File: src/logic/ec_ctrl_pkg.sv
// Package: field layouts, reset values and constants of the canceller control registers
package ec_ctrl_pkg;

    // ************************************************************
    // Register selection and widths
    // ************************************************************
    localparam int CTRL_WIDTH = 12;
    localparam int SAMPLE_WIDTH = 16;
    localparam logic [0:0] SEL_CANCELLER_TEST = 1'h0;
    localparam logic [0:0] SEL_CODEC_POWER_GAIN = 1'h1;
    localparam logic [11:0] CANCELLER_TEST_RESET = 12'h000;
    localparam logic [11:0] CODEC_POWER_GAIN_RESET = 12'h000;
    // Writable bits; reserved test bits are held at zero
    localparam logic [11:0] CANCELLER_TEST_WRITABLE = 12'hCCF;
    localparam logic [11:0] CODEC_POWER_GAIN_WRITABLE = 12'hE0F;

    // ************************************************************
    // Tuning register fields used here
    // ************************************************************
    localparam int NETWORK_CANCELLER_OFF_BIT = 8;
    localparam int GRADED_BETA_MSB = 3;
    localparam int GRADED_BETA_LSB = 2;

    // ************************************************************
    // Canceller tap budget and graded-beta tap counts
    // ************************************************************
    localparam int TAP_WIDTH = 10;
    localparam logic [9:0] TOTAL_TAPS = 10'h200;
    localparam logic [9:0] ACOUSTIC_SPLIT_TAPS = 10'h100;
    localparam logic [9:0] GRADE_TAPS_00 = 10'h200;
    localparam logic [9:0] GRADE_TAPS_01 = 10'h040;
    localparam logic [9:0] GRADE_TAPS_10 = 10'h080;
    localparam logic [9:0] GRADE_TAPS_11 = 10'h100;
    localparam logic [1:0] GRADE_DEFAULT_CODE = 2'h2;

    // First control register layout, bit 11 down to bit 0
    typedef struct packed {
        logic converterBypass;
        logic gainControlOff;
        logic [1:0] reservedHigh;
        logic analogLoopback;
        logic converterInputGround;
        logic [1:0] reservedLow;
        logic networkCoeffClear;
        logic halfDuplexOff;
        logic suppressionOff;
        logic acousticCoeffClear;
    } canceller_test_t;

    // Second control register layout, bit 11 down to bit 0
    typedef struct packed {
        logic codecPowerdown;
        logic speakerDriverPowerdown;
        logic micPreampBypass;
        logic [4:0] reserved;
        logic [3:0] inputAttenuation;
    } codec_power_gain_t;

    // Host write carrier from the serial control channel
    typedef struct packed {
        logic wrEn;
        logic [0:0] sel;
        logic [11:0] data;
    } host_write_t;

endpackage

File: src/logic/adc_attenuator.sv
// ADC-path digital attenuator in 3 dB steps
`timescale 1ns/1ns
`default_nettype none
module adc_attenuator
    import ec_ctrl_pkg::*;
(
    input wire logic core_clk,
    input wire logic rst,
    input wire logic ce,
    input wire logic load,
    input wire logic [3:0] steps,
    input wire logic signed [15:0] sampleIn,
    output logic signed [15:0] sampleOut
);

    // ************************************************************
    // Gain table, Q15, one entry per 3 dB step
    // ************************************************************
    logic [15:0] gain;
    always_comb begin
        unique case (steps)
            4'h0: gain = 16'h7FFF;
            4'h1: gain = 16'h5A9E;
            4'h2: gain = 16'h4027;
            4'h3: gain = 16'h2D6B;
            4'h4: gain = 16'h2027;
            4'h5: gain = 16'h16C3;
            4'h6: gain = 16'h101D;
            4'h7: gain = 16'h0B68;
            4'h8: gain = 16'h0814;
            4'h9: gain = 16'h05B8;
            4'hA: gain = 16'h040C;
            4'hB: gain = 16'h02DE;
            4'hC: gain = 16'h0207;
            4'hD: gain = 16'h0170;
            4'hE: gain = 16'h0104;
            4'hF: gain = 16'h00B8;
        endcase
    end

    // Zero steps passes the sample untouched, so no rounding loss
    wire logic signed [32:0] product = sampleIn * $signed({1'b0, gain});
    wire logic signed [15:0] scaled = product[30:15];
    wire logic signed [15:0] next_sampleOut = (steps == 4'h0) ? sampleIn : scaled;

    // Output register, updated once per sample
    always_ff @(posedge core_clk) begin
        if (rst) begin
            sampleOut <= 16'sh0000;
        end else if (ce && load) begin
            sampleOut <= next_sampleOut;
        end
    end

endmodule // adc_attenuator
`default_nettype wire

File: src/logic/echo_canceller_control_regs.sv
// Canceller control registers and the per-sample controls they drive
`timescale 1ns/1ns
`default_nettype none
// Function
// RQ1 - Codec bypass routes processor around codec
// RQ2 - Gain-control off disables receive AGC
// RQ3 - Analog loopback feeds ADC output to DAC
// RQ4 - Input ground forces ADC input to zero; analog loopback still sends ungrounded adcRaw to the DAC
// RQ5 - Network coefficient clear empties network filter
// RQ6 - Half-duplex off blocks half-duplex convergence mode
// RQ7 - Suppression off stops supplementary transmit suppression
// RQ8 - Acoustic coefficient clear empties acoustic filter
// RQ9 - Reset clears both control registers
// RQ10 - Processor reads registers every sample period
// RQ11 - Codec powerdown turns off whole codec
// RQ12 - Speaker powerdown turns off only driver
// RQ13 - Mic preamp bypass skips 26 dB stage
// RQ14 - ADC attenuation is 3 dB per step
// RQ15 - Network canceller off gives acoustic all taps
// RQ16 - Train on live speech, never generate
// RQ17 - Default decay grading assumes 0.38 dB/ms
// RQ18 - Tuning bits 3:2 select decay grading
// RQ19 - Register writes only in 16-bit mode
// RQ20 - Host writes zero to reserved bits
// RQ21 - New value applies from next sample period
module echo_canceller_control_regs
    import ec_ctrl_pkg::*;
(
    input wire logic core_clk,
    input wire logic rst,
    input wire logic ce,
    input wire logic sampleTick,
    input wire logic serialMode16,
    input wire host_write_t hostWrite,
    input wire logic [0:0] hostRdSel,
    output logic [11:0] hostRdData,
    output logic [11:0] activeCancellerTest,
    output logic [11:0] activeCodecPowerGain,
    input wire logic [11:0] cancellerTuning,
    input wire logic signed [15:0] adcRaw,
    input wire logic signed [15:0] serialSample,
    input wire logic signed [15:0] cpuDacSample,
    output logic signed [15:0] cpuAdcSample,
    output logic signed [15:0] dacOut,
    output logic converterBypass,
    output logic gainControlOff,
    output logic analogLoopback,
    output logic converterInputGround,
    output logic networkCoeffClear,
    output logic halfDuplexOff,
    output logic suppressionOff,
    output logic acousticCoeffClear,
    output logic codecPowerdown,
    output logic speakerDriverPowerdown,
    output logic micPreampBypass,
    output logic [3:0] inputAttenuation,
    output logic [9:0] acousticTaps,
    output logic [9:0] networkTaps,
    output logic [9:0] gradedBetaTaps
);

    // ************************************************************
    // Host write decode
    // ************************************************************
    logic [11:0] shadowTest;
    logic [11:0] shadowPower;
    logic pendingTest;
    logic pendingPower;

    // Writes outside 16-bit mode are dropped silently
    wire logic writeOk = hostWrite.wrEn && serialMode16; // [RQ19]
    wire logic writeTest = writeOk && (hostWrite.sel == SEL_CANCELLER_TEST);
    wire logic writePower = writeOk && (hostWrite.sel == SEL_CODEC_POWER_GAIN);
    // Reserved bits are masked so a stray one cannot reach test logic
    wire logic [11:0] maskedTest = hostWrite.data & CANCELLER_TEST_WRITABLE; // [RQ20]
    wire logic [11:0] maskedPower = hostWrite.data & CODEC_POWER_GAIN_WRITABLE; // [RQ20]

    // ************************************************************
    // Shadow copies written by the host
    // ************************************************************
    always_ff @(posedge core_clk) begin
        if (rst) begin
            shadowTest <= CANCELLER_TEST_RESET; // [RQ9]
            shadowPower <= CODEC_POWER_GAIN_RESET; // [RQ9]
        end else if (ce) begin
            if (writeTest) begin
                shadowTest <= maskedTest;
            end
            if (writePower) begin
                shadowPower <= maskedPower;
            end
        end
    end

    // Pending flags: a write in the tick cycle wins over the clear
    wire logic next_pendingTest = writeTest || (pendingTest && !sampleTick);
    wire logic next_pendingPower = writePower || (pendingPower && !sampleTick);
    always_ff @(posedge core_clk) begin
        if (rst) begin
            pendingTest <= 1'b0;
            pendingPower <= 1'b0;
        end else if (ce) begin
            pendingTest <= next_pendingTest;
            pendingPower <= next_pendingPower;
        end
    end

    // ************************************************************
    // Active copies, taken over only at a sample boundary
    // ************************************************************
    // Holding changes to the tick keeps one sample from seeing mixed settings
    always_ff @(posedge core_clk) begin
        if (rst) begin
            activeCancellerTest <= CANCELLER_TEST_RESET; // [RQ9]
            activeCodecPowerGain <= CODEC_POWER_GAIN_RESET; // [RQ9]
        end else if (ce && sampleTick) begin
            if (pendingTest) begin
                activeCancellerTest <= shadowTest; // [RQ10] [RQ21]
            end
            if (pendingPower) begin
                activeCodecPowerGain <= shadowPower; // [RQ10] [RQ21]
            end
        end
    end

    // Host readback shows what was last written
    wire logic [11:0] next_hostRdData = (hostRdSel == SEL_CANCELLER_TEST) ? shadowTest : shadowPower;
    always_ff @(posedge core_clk) begin
        if (rst) begin
            hostRdData <= CANCELLER_TEST_RESET;
        end else if (ce) begin
            hostRdData <= next_hostRdData;
        end
    end

    // ************************************************************
    // Field views of the active registers
    // ************************************************************
    canceller_test_t testView;
    codec_power_gain_t powerView;
    assign testView = canceller_test_t'(activeCancellerTest);
    assign powerView = codec_power_gain_t'(activeCodecPowerGain);

    assign converterBypass = testView.converterBypass; // [RQ1]
    assign gainControlOff = testView.gainControlOff; // [RQ2]
    assign analogLoopback = testView.analogLoopback; // [RQ3]
    assign converterInputGround = testView.converterInputGround; // [RQ4]
    assign networkCoeffClear = testView.networkCoeffClear; // [RQ5]
    assign halfDuplexOff = testView.halfDuplexOff; // [RQ6]
    assign suppressionOff = testView.suppressionOff; // [RQ7]
    assign acousticCoeffClear = testView.acousticCoeffClear; // [RQ8]
    assign codecPowerdown = powerView.codecPowerdown; // [RQ11]
    // Speaker driver alone; the rest of the codec keeps running
    assign speakerDriverPowerdown = powerView.speakerDriverPowerdown && !powerView.codecPowerdown; // [RQ12]
    assign micPreampBypass = powerView.micPreampBypass; // [RQ13]
    assign inputAttenuation = powerView.inputAttenuation; // [RQ14]

    // ************************************************************
    // Transmit sample path into the processor
    // ************************************************************
    // Bypass takes the serial test sample, grounding zeroes the ADC input
    wire logic signed [15:0] groundedAdc = converterInputGround ? 16'sh0000 : adcRaw; // [RQ4]
    wire logic signed [15:0] codecAdc = codecPowerdown ? 16'sh0000 : groundedAdc; // [RQ11]
    wire logic signed [15:0] pathSample = converterBypass ? serialSample : codecAdc; // [RQ1]

    adc_attenuator attenuator (
        .core_clk(core_clk),
        .rst(rst),
        .ce(ce),
        .load(sampleTick),
        .steps(inputAttenuation), // [RQ14]
        .sampleIn(pathSample),
        .sampleOut(cpuAdcSample)
    );

    // ************************************************************
    // Receive sample path to the DAC
    // ************************************************************
    // Only processor output or looped ADC data ever reaches the DAC
    wire logic signed [15:0] loopSample = analogLoopback ? adcRaw : cpuDacSample; // [RQ3] [RQ16]
    wire logic dacSilent = codecPowerdown || speakerDriverPowerdown || converterBypass; // [RQ12]
    wire logic signed [15:0] next_dacOut = dacSilent ? 16'sh0000 : loopSample;
    always_ff @(posedge core_clk) begin
        if (rst) begin
            dacOut <= 16'sh0000;
        end else if (ce && sampleTick) begin
            dacOut <= next_dacOut;
        end
    end

    // ************************************************************
    // Tap allocation and graded-beta decode
    // ************************************************************
    wire logic networkOff = cancellerTuning[NETWORK_CANCELLER_OFF_BIT];
    wire logic [1:0] gradeCode = cancellerTuning[GRADED_BETA_MSB:GRADED_BETA_LSB]; // [RQ18]
    // Full budget to the acoustic side when the network side is off
    wire logic [9:0] next_acousticTaps = networkOff ? TOTAL_TAPS : ACOUSTIC_SPLIT_TAPS; // [RQ15]
    wire logic [9:0] next_networkTaps = networkOff ? 10'h000 : (TOTAL_TAPS - ACOUSTIC_SPLIT_TAPS);
    logic [9:0] next_gradedBetaTaps;
    always_comb begin
        unique case (gradeCode)
            2'h0: next_gradedBetaTaps = GRADE_TAPS_00;
            2'h1: next_gradedBetaTaps = GRADE_TAPS_01;
            2'h2: next_gradedBetaTaps = GRADE_TAPS_10; // [RQ17]
            2'h3: next_gradedBetaTaps = GRADE_TAPS_11;
        endcase
    end

    // Allocation follows the tuning word at each sample boundary
    always_ff @(posedge core_clk) begin
        if (rst) begin
            acousticTaps <= ACOUSTIC_SPLIT_TAPS;
            networkTaps <= TOTAL_TAPS - ACOUSTIC_SPLIT_TAPS;
            gradedBetaTaps <= GRADE_TAPS_10; // [RQ17]
        end else if (ce && sampleTick) begin
            acousticTaps <= next_acousticTaps; // [RQ15]
            networkTaps <= next_networkTaps;
            gradedBetaTaps <= next_gradedBetaTaps; // [RQ18]
        end
    end

endmodule // echo_canceller_control_regs
`default_nettype wire

File: config.mk
export PLATFORM = sky130hd
export DESIGN_NAME = echo_canceller_control_regs
export DESIGN_NICKNAME = d
export VERILOG_FILES = /design/src/logic/ec_ctrl_pkg.sv /design/src/logic/adc_attenuator.sv /design/src/logic/echo_canceller_control_regs.sv
export SDC_FILE = /design/constraint.sdc
export NUM_CORES = 1
export LEC_CHECK = 0
export ABC_AREA = 1
export BUFFER_PORTS_ARGS = -buffer_cell sky130_fd_sc_hd__buf_2
export CORE_MARGIN = 2
export CORE_UTILIZATION = 55
export CTS_CLUSTER_DIAMETER = 120
export DETAILED_ROUTE_END_ITERATION = 6
export GPL_ROUTABILITY_DRIVEN = 1
export GPL_TIMING_DRIVEN = 0
export PLACE_DENSITY = 0.78
export SLEW_MARGIN = 20
export SYNTH_ARGS = -nofsm -noshare
export SYNTH_HDL_FRONTEND = slang
export SYNTH_HIERARCHICAL = 1
export SYNTH_SLANG_ARGS = --single-unit
File: constraint.sdc
create_clock -name core_clk -period 13.8 [get_ports core_clk]
set_input_delay 2.76 -clock core_clk [delete_from_list [all_inputs] [get_ports core_clk]]
set_output_delay 2.76 -clock core_clk [all_outputs]
set_load 0.1 [all_outputs]
==> results_dict.tcl, run 1 <==
set metrics [dict create \
    outcome "complete, no violations" \
    period_needed_ns 9.46 \
    grt_max_degree 15 \
    layout_commonest_cell "nand2_1" \
    postCtsHoldBufs 0 \
    placement.io_buffers 144 \
    relSlewSlack 0.150 \
    cts_root_buf "clkbuf_16" \
    mostFrequentLayoutCells "nand2_1 (375), inv_1 (311), nor2_1 (213)" \
    timing.setup.tns_ns 0 \
    slew_viol_final 0 \
    worstPathArrival_ns 9.65 \
    clk_pin_slew_worst_paths_ns 0.07 \
    clk-insertion-delay-late_ns 0.33 \
    fin_ws_ns 4.34 \
    yosysWarnings 6 \
    critPathCaptureType "flop" \
    netlist.area_leader.share 0.286 \
    grt_pass1_wl_microns 59000 \
    place_area_sq_um 13800 \
    synth_seq_cells 79 \
    drt-initial-drc-count 1013 \
    cp_max_fo 10 \
    fin_util 0.624 \
    start_kind "primary input" \
    nets 2285 \
    synth_cell_type_count 45 \
    worstMarginPinSlew_ns 1.26 \
    cts_num_sinks 79 \
    wl_microns 36900 \
    fp.dieH_microns 155 \
    antenna_cells 0 \
    grtUsageTotal 0.312 \
    cts_buffers 9 \
    drc 0 \
    cp.required_ns 13.99 \
    viasPerCell 5.38 \
    use_met3 0.0538 \
    grt_pass1_vias 11700 \
    finalClockSkew_ns 0.00814 \
    synth_area_per_cell_sq_um 7.31 \
    fillCellCount 2054 \
    ys_seq_area_frac 0.126 \
    dpl_worst_slack_ns 4.20 \
    rsz0062_at_grt "no" \
    syn_inst 1715 \
    ios 193 \
    core_sq_um 22500 \
    area_delta_synth_final_pct 12.0 \
    antenna_found_initial 0 \
    drive_above_1_share 0.137 \
    dr.pass1.iters 6 \
    htree_levels 3 \
    rr_worst_depth 28 \
    met1_usage 0.398 \
    grt-ovfl-total 0 \
    busiest_layer "met2" \
    clock_path_buffers 2 \
    final_area_sq_um 14000 \
    routedWlPerCell_microns 16.8 \
    finalSetupViolCount 0 \
    hpwl_microns 30900 \
    hold_viol 0 \
    cts_resized 0 \
    initial_core_util 0.557 \
    hold_class "flop to flop" \
    dieArea_sq_um 24000 \
    fp.dieW_microns 155 \
    postCtsSetupRepairBufs 0 \
    core.rowCount 55 \
    synthTopCellsByArea "fa_1 (29%), dfxtp_1 (13%), ha_1 (12%)" \
    vias 11800 \
    cts_tree "done" \
    fin_crit_sh 0.685 \
    gp_congestion 0.960 \
    criticalPathCategory "primary input to flop" \
    yosysTopAreaCell "fa_1" \
    netlist_area_sq_um 12500 \
    postRouteAntennaNets 0 \
    holdPathStages 2 \
    met2_usage 0.529 \
    maxCapViolCount 0 \
    fmax_mhz 106 \
]
[logic make-up (layout without fill, tap and decap cells)]
group	Yosys count	in the layout	synth area share
AND/OR/NAND/NOR	697	697	0.226
buffers and inverters	435	596	0.149
adder cells (fa/ha/maj)	300	300	0.407
AO/OA/AOI/OAI	197	197	0.0880
flip-flops	79	79	0.126
XOR/XNOR	6	6	0.00419
other	1	35	0.000299
[worst paths after layout]
check,startpoint,endpoint,slack [ns]
hold reg to reg,dacOut[2],dacOut[2],0.47
hold / removal,dacOut[2],dacOut[2],0.47
setup reg to reg,activeCancellerTest[6],attenuator/sampleOut[13],5.96
setup / recovery,adcRaw[6],attenuator/sampleOut[13],4.34
[critical path: stages]
cell and delay [ns]:
buf_2 0.11, nand2_1 0.05, o21ai_0 0.99, inv_1 0.23, clkbuf_1 0.35, nor2_1 0.22, fa_1 0.43, inv_1 0.08
fa_1 0.43, fa_1 0.52, inv_1 0.07, fa_1 0.52, fa_1 0.50, inv_1 0.06, fa_1 0.47, inv_1 0.08
ha_1 0.37, a21oi_1 0.23, inv_1 0.06, a31oi_1 0.28, o21ai_0 0.21, a21oi_1 0.21, nand2_1 0.08, nand2_1 0.06
nand3_1 0.09, nand3_1 0.11, a21oi_1 0.07
[metal layers]
layer	share of wire	vias up	wire length, microns
met5	0	-	0
met4	0.042	0	1550
met3	0.091	119	3350
met2	0.48	590	17700
met1	0.39	5575	14400
li1	-	5518	-
[layout make-up]
class                   instances  area, sq um  share of cell area
flip-flops and latches         79         1580               0.113
multi-input cells            1235         9220               0.656
clock inverters                 6         68.8             0.00490
plain buffers                 106          636              0.0452
inverters                     329         1230              0.0879
clock buffers                  10          229              0.0163
well taps                     285          357              0.0254
repair buffers                145          728              0.0518
[through the flow]
stage                     hold WS [ns]  std cells
final                            0.466       2195
after global routing             0.486       2195
after detailed placement         0.458       2179
after CTS                        0.468       2195
after global placement           0.450       2178
after floorplan                  0.448       1749
[flip-flops by register name (all words and copies together), names as in the netlist]
signal                count
pendingPower              1
activeCodecPowerGain      7
shadowTest                8
attenuator/sampleOut     16
acousticTaps              2
shadowPower               7
gradedBetaTaps            4
dacOut                   16
pendingTest               1
activeCancellerTest       8
hostRdData                9
[Yosys cell counts]
cell type / number
a21boi_1: 1
buf_1: 3
nor3_1: 7
o21a_1: 7
nor2_2: 2
o21ai_1: 4
nand2_1: 375
buf_2: 7
ha_1: 121
nor2_1: 213
xnor2_1: 4
nor2_4: 3
o311ai_0: 2
o21ai_0: 68
a21boi_0: 1
clkbuf_1: 37
nand2_2: 8
o31ai_1: 1
a21oi_1: 84
o32ai_2: 1
o221ai_1: 1
dfxtp_1: 79
a31oi_1: 4
inv_1: 311
xor2_1: 2
o21bai_1: 5
nor4_1: 1
nand3_2: 3
buf_4: 57
conb_1: 1
o211a_1: 1
fa_1: 179
o211ai_1: 6
inv_2: 12
nand3b_1: 1
or2_1: 1
a211oi_1: 1
a21o_1: 6
a21oi_2: 4
nand4_2: 1
nand3_4: 1
nand4_1: 5
clkinv_1: 6
nand3_1: 76
buf_6: 2
Power of run 1 is not shown: default switching activity piles up to over one toggle a cycle in this logic, so the estimate is an artifact.
==> run 2: changes to the inputs <==
--- a/config.mk
+++ b/config.mk
@@ -5,15 +5,15 @@
 export SDC_FILE = /design/constraint.sdc
 export NUM_CORES = 1
 export LEC_CHECK = 0
-export ABC_AREA = 1
+export ABC_AREA = 0
 export BUFFER_PORTS_ARGS = -buffer_cell sky130_fd_sc_hd__buf_2
 export CORE_MARGIN = 2
-export CORE_UTILIZATION = 55
+export CORE_UTILIZATION = 54
 export CTS_CLUSTER_DIAMETER = 120
 export DETAILED_ROUTE_END_ITERATION = 6
 export GPL_ROUTABILITY_DRIVEN = 1
 export GPL_TIMING_DRIVEN = 0
-export PLACE_DENSITY = 0.78
+export PLACE_DENSITY = 0.8
 export SLEW_MARGIN = 20
 export SYNTH_ARGS = -nofsm -noshare
 export SYNTH_HDL_FRONTEND = slang
==> constraint.sdc (replaced) <==
create_clock -name core_clk -period 8.3 [get_ports core_clk]
set_input_delay 1.66 -clock core_clk [delete_from_list [all_inputs] [get_ports core_clk]]
set_output_delay 1.66 -clock core_clk [all_outputs]
set_load 0.1 [all_outputs]
==> run 2 against run 1 <==
Count of clock-buffer cells in the layout did not move; critical path depth shrank 3; flip-flop and latch count stayed put; first-iteration DRC count shrank 53%; non-clock buffer count increased by 13; global-route usage fell by 3.1 points; clock skew down 0.00073 ns; utilization decreased by 0.85 points; synthesized cell count decreased by 18%; synthesized area fell by 2.5%; largest cell class unchanged.
==> results_dict.tcl, run 2 <==
set metrics [dict create \
    ys_seq_area_frac 0.129 \
    cts_buffers 9 \
    fp.dieH_microns 155 \
    ios 193 \
    period_needed_ns 8.09 \
    fmax_mhz 124 \
    viasPerCell 5.44 \
    outcome "complete, no violations" \
    drive_above_1_share 0.180 \
    dieArea_sq_um 23900 \
    finalSetupViolCount 0 \
    syn_inst 1407 \
    start_kind "primary input" \
    core_sq_um 22400 \
    dominantRegCellSynth "dfxtp_1" \
    mostFrequentLayoutCells "inv_1 (230), nand2_1 (184), fa_1 (179)" \
    initial_core_util 0.545 \
    grtUsageTotal 0.280 \
    cts_num_sinks 79 \
    cts_root_buf "clkbuf_16" \
    fin_crit_sh 0.975 \
    area_delta_synth_final_pct 13.0 \
    synth_seq_cells 79 \
    wl_microns 32700 \
    vias 10300 \
    nets 1979 \
    startpoint "adcRaw[15]" \
    criticalPathCategory "primary input to flop" \
    synth_area_per_cell_sq_um 8.69 \
    cp_max_fo 10 \
    relSlewSlack 0.530 \
    cts_tree "done" \
    synth_edf_count 0 \
    dpl_worst_slack_ns -0.391 \
    clk-insertion-delay-late_ns 0.34 \
    drt-initial-drc-count 481 \
    grt_pass1_wl_microns 53000 \
    synth.most_common_cell "inv_1" \
    rr_worst_depth 27 \
    dr.pass1.iters 6 \
    drc 0 \
    final_area_sq_um 13800 \
    grt_pass1_vias 10800 \
    netlist_area_sq_um 12200 \
    postCtsHoldBufs 0 \
    grt-ovfl-total 0 \
    hold_class "flop to flop" \
    r2r_setup_slack_ns 0.31 \
    antenna_cells 0 \
    finalClockSkew_ns 0.00742 \
    antenna_found_initial 1 \
    critPathCaptureType "flop" \
    clock_path_buffers 2 \
    place_area_sq_um 13400 \
    core.rowCount 55 \
    worstPathArrival_ns 8.33 \
    critical_path.endpoint "attenuator/sampleOut[15]" \
    reg_top3 "attenuator/sampleOut (16), dacOut (16), hostRdData (9)" \
    grt_max_degree 14 \
    routedWlPerCell_microns 17.3 \
    fp.dieW_microns 155 \
    clk_pin_slew_worst_paths_ns 0.06 \
    postRouteAntennaNets 0 \
    layout_commonest_cell "inv_1" \
    worstMarginPinSlew_ns 0.701 \
    placement.io_buffers 144 \
    htree_levels 3 \
    worstReg2RegEnd "attenuator/sampleOut[15]" \
    slew_viol_final 0 \
    synth_cell_type_count 68 \
    fin_ws_ns 0.209 \
    gp_congestion 0.921 \
    netlist.area_leader.share 0.293 \
    yosysTopAreaCell "fa_1" \
    maxCapViolCount 0 \
    holdWs_ns 0.451 \
    hpwl_microns 26800 \
    synth_commonest_cells "inv_1 (230), nand2_1 (184), fa_1 (179)" \
    ys_async_sr_fraction 0 \
    cp.required_ns 8.54 \
    rr_startpoint "activeCodecPowerGain[3]" \
    hold_viol 0 \
    yosysWarnings 6 \
    rsz0062_at_grt "yes" \
    synthTopCellsByArea "fa_1 (29%), dfxtp_1 (13%), ha_1 (12%)" \
]
-- run 2: how the worst min path moves through the flow --
stage	endpoint	startpoint	cells past startpoint	slack, ns
finish	dacOut[13]	dacOut[13]	2	0.45
global route	dacOut[13]	dacOut[13]	2	0.47
CTS	dacOut[13]	dacOut[13]	2	0.45
detailed placement	dacOut[13]	dacOut[13]	2	0.44
global placement	dacOut[12]	dacOut[12]	2	0.43
floorplan	shadowTest[0]	shadowTest[0]	2	0.45
-- run 2: worst max-delay path, stage by stage --
cell	delay, ns
buf_2	0.12
a22o_1	0.45
clkbuf_2	0.31
nor2b_1	0.30
fa_1	0.50
fa_1	0.51
fa_1	0.44
fa_1	0.48
fa_1	0.50
inv_1	0.05
fa_1	0.47
inv_1	0.04
ha_1	0.27
clkbuf_1	0.20
a21o_1	0.19
a21o_1	0.17
a21o_1	0.21
a211oi_4	0.27
buf_12	0.17
o21bai_2	0.10
nor4b_4	0.16
o31a_1	0.33
nand3b_1	0.17
a31o_1	0.23
-- run 2: logic make-up (layout without fill, tap and decap cells) --
kind of cell / Yosys count / in the layout / synth area share
compound gates: 175 / 175 / 0.0965
xor+xnor: 13 / 13 / 0.00931
fa+ha+maj: 300 / 300 / 0.417
buf+inv: 347 / 509 / 0.125
flops: 79 / 79 / 0.129
mux: 44 / 44 / 0.0375
other cells: 1 / 35 / 0.000307
simple gates: 448 / 448 / 0.185
-- run 2: cell type report --
| class | count | area, sq um |
|---|---|---|
| multi-input cells | 1015 | 9300 |
| fillers | 1900 | 8620 |
| flip-flops and latches | 79 | 1580 |
| inverters | 230 | 863 |
| repair buffers | 147 | 756 |
| plain buffers | 117 | 692 |
| well taps | 285 | 357 |
| clock buffers | 10 | 229 |
| clock inverters | 5 | 35.0 |
-- run 2: repair_timing --
item                                    4_1_cts  5_1_grt
resized for setup                            15       33
setup buffers                                 0        3
endpoints found under the setup margin        9       11
pin swaps                                     0        1
hold endpoints to repair                      0        0
-- run 2: layer usage --
metal,vias to the layer above,routed length (microns),global-route usage
met2,487,16000,0.480
li1,4747,-,-
met3,107,2820,0.0580
met5,-,13,0
met4,2,1310,0.130
met1,4932,12500,0.340
-- run 2: metrics by stage --
stage | std cells | TNS, ns | utilization
2_1_floorplan | 1441 | 0 | -
3_3_place_gp | 1870 | -1.21 | 0.599
3_5_place_dp | 1870 | -2.37 | 0.599
4_1_cts | 1885 | 0 | 0.612
5_1_grt | 1888 | -0.0418 | 0.616
6_report | 1888 | 0 | 0.616
Power of run 2 is left out for the same reason.
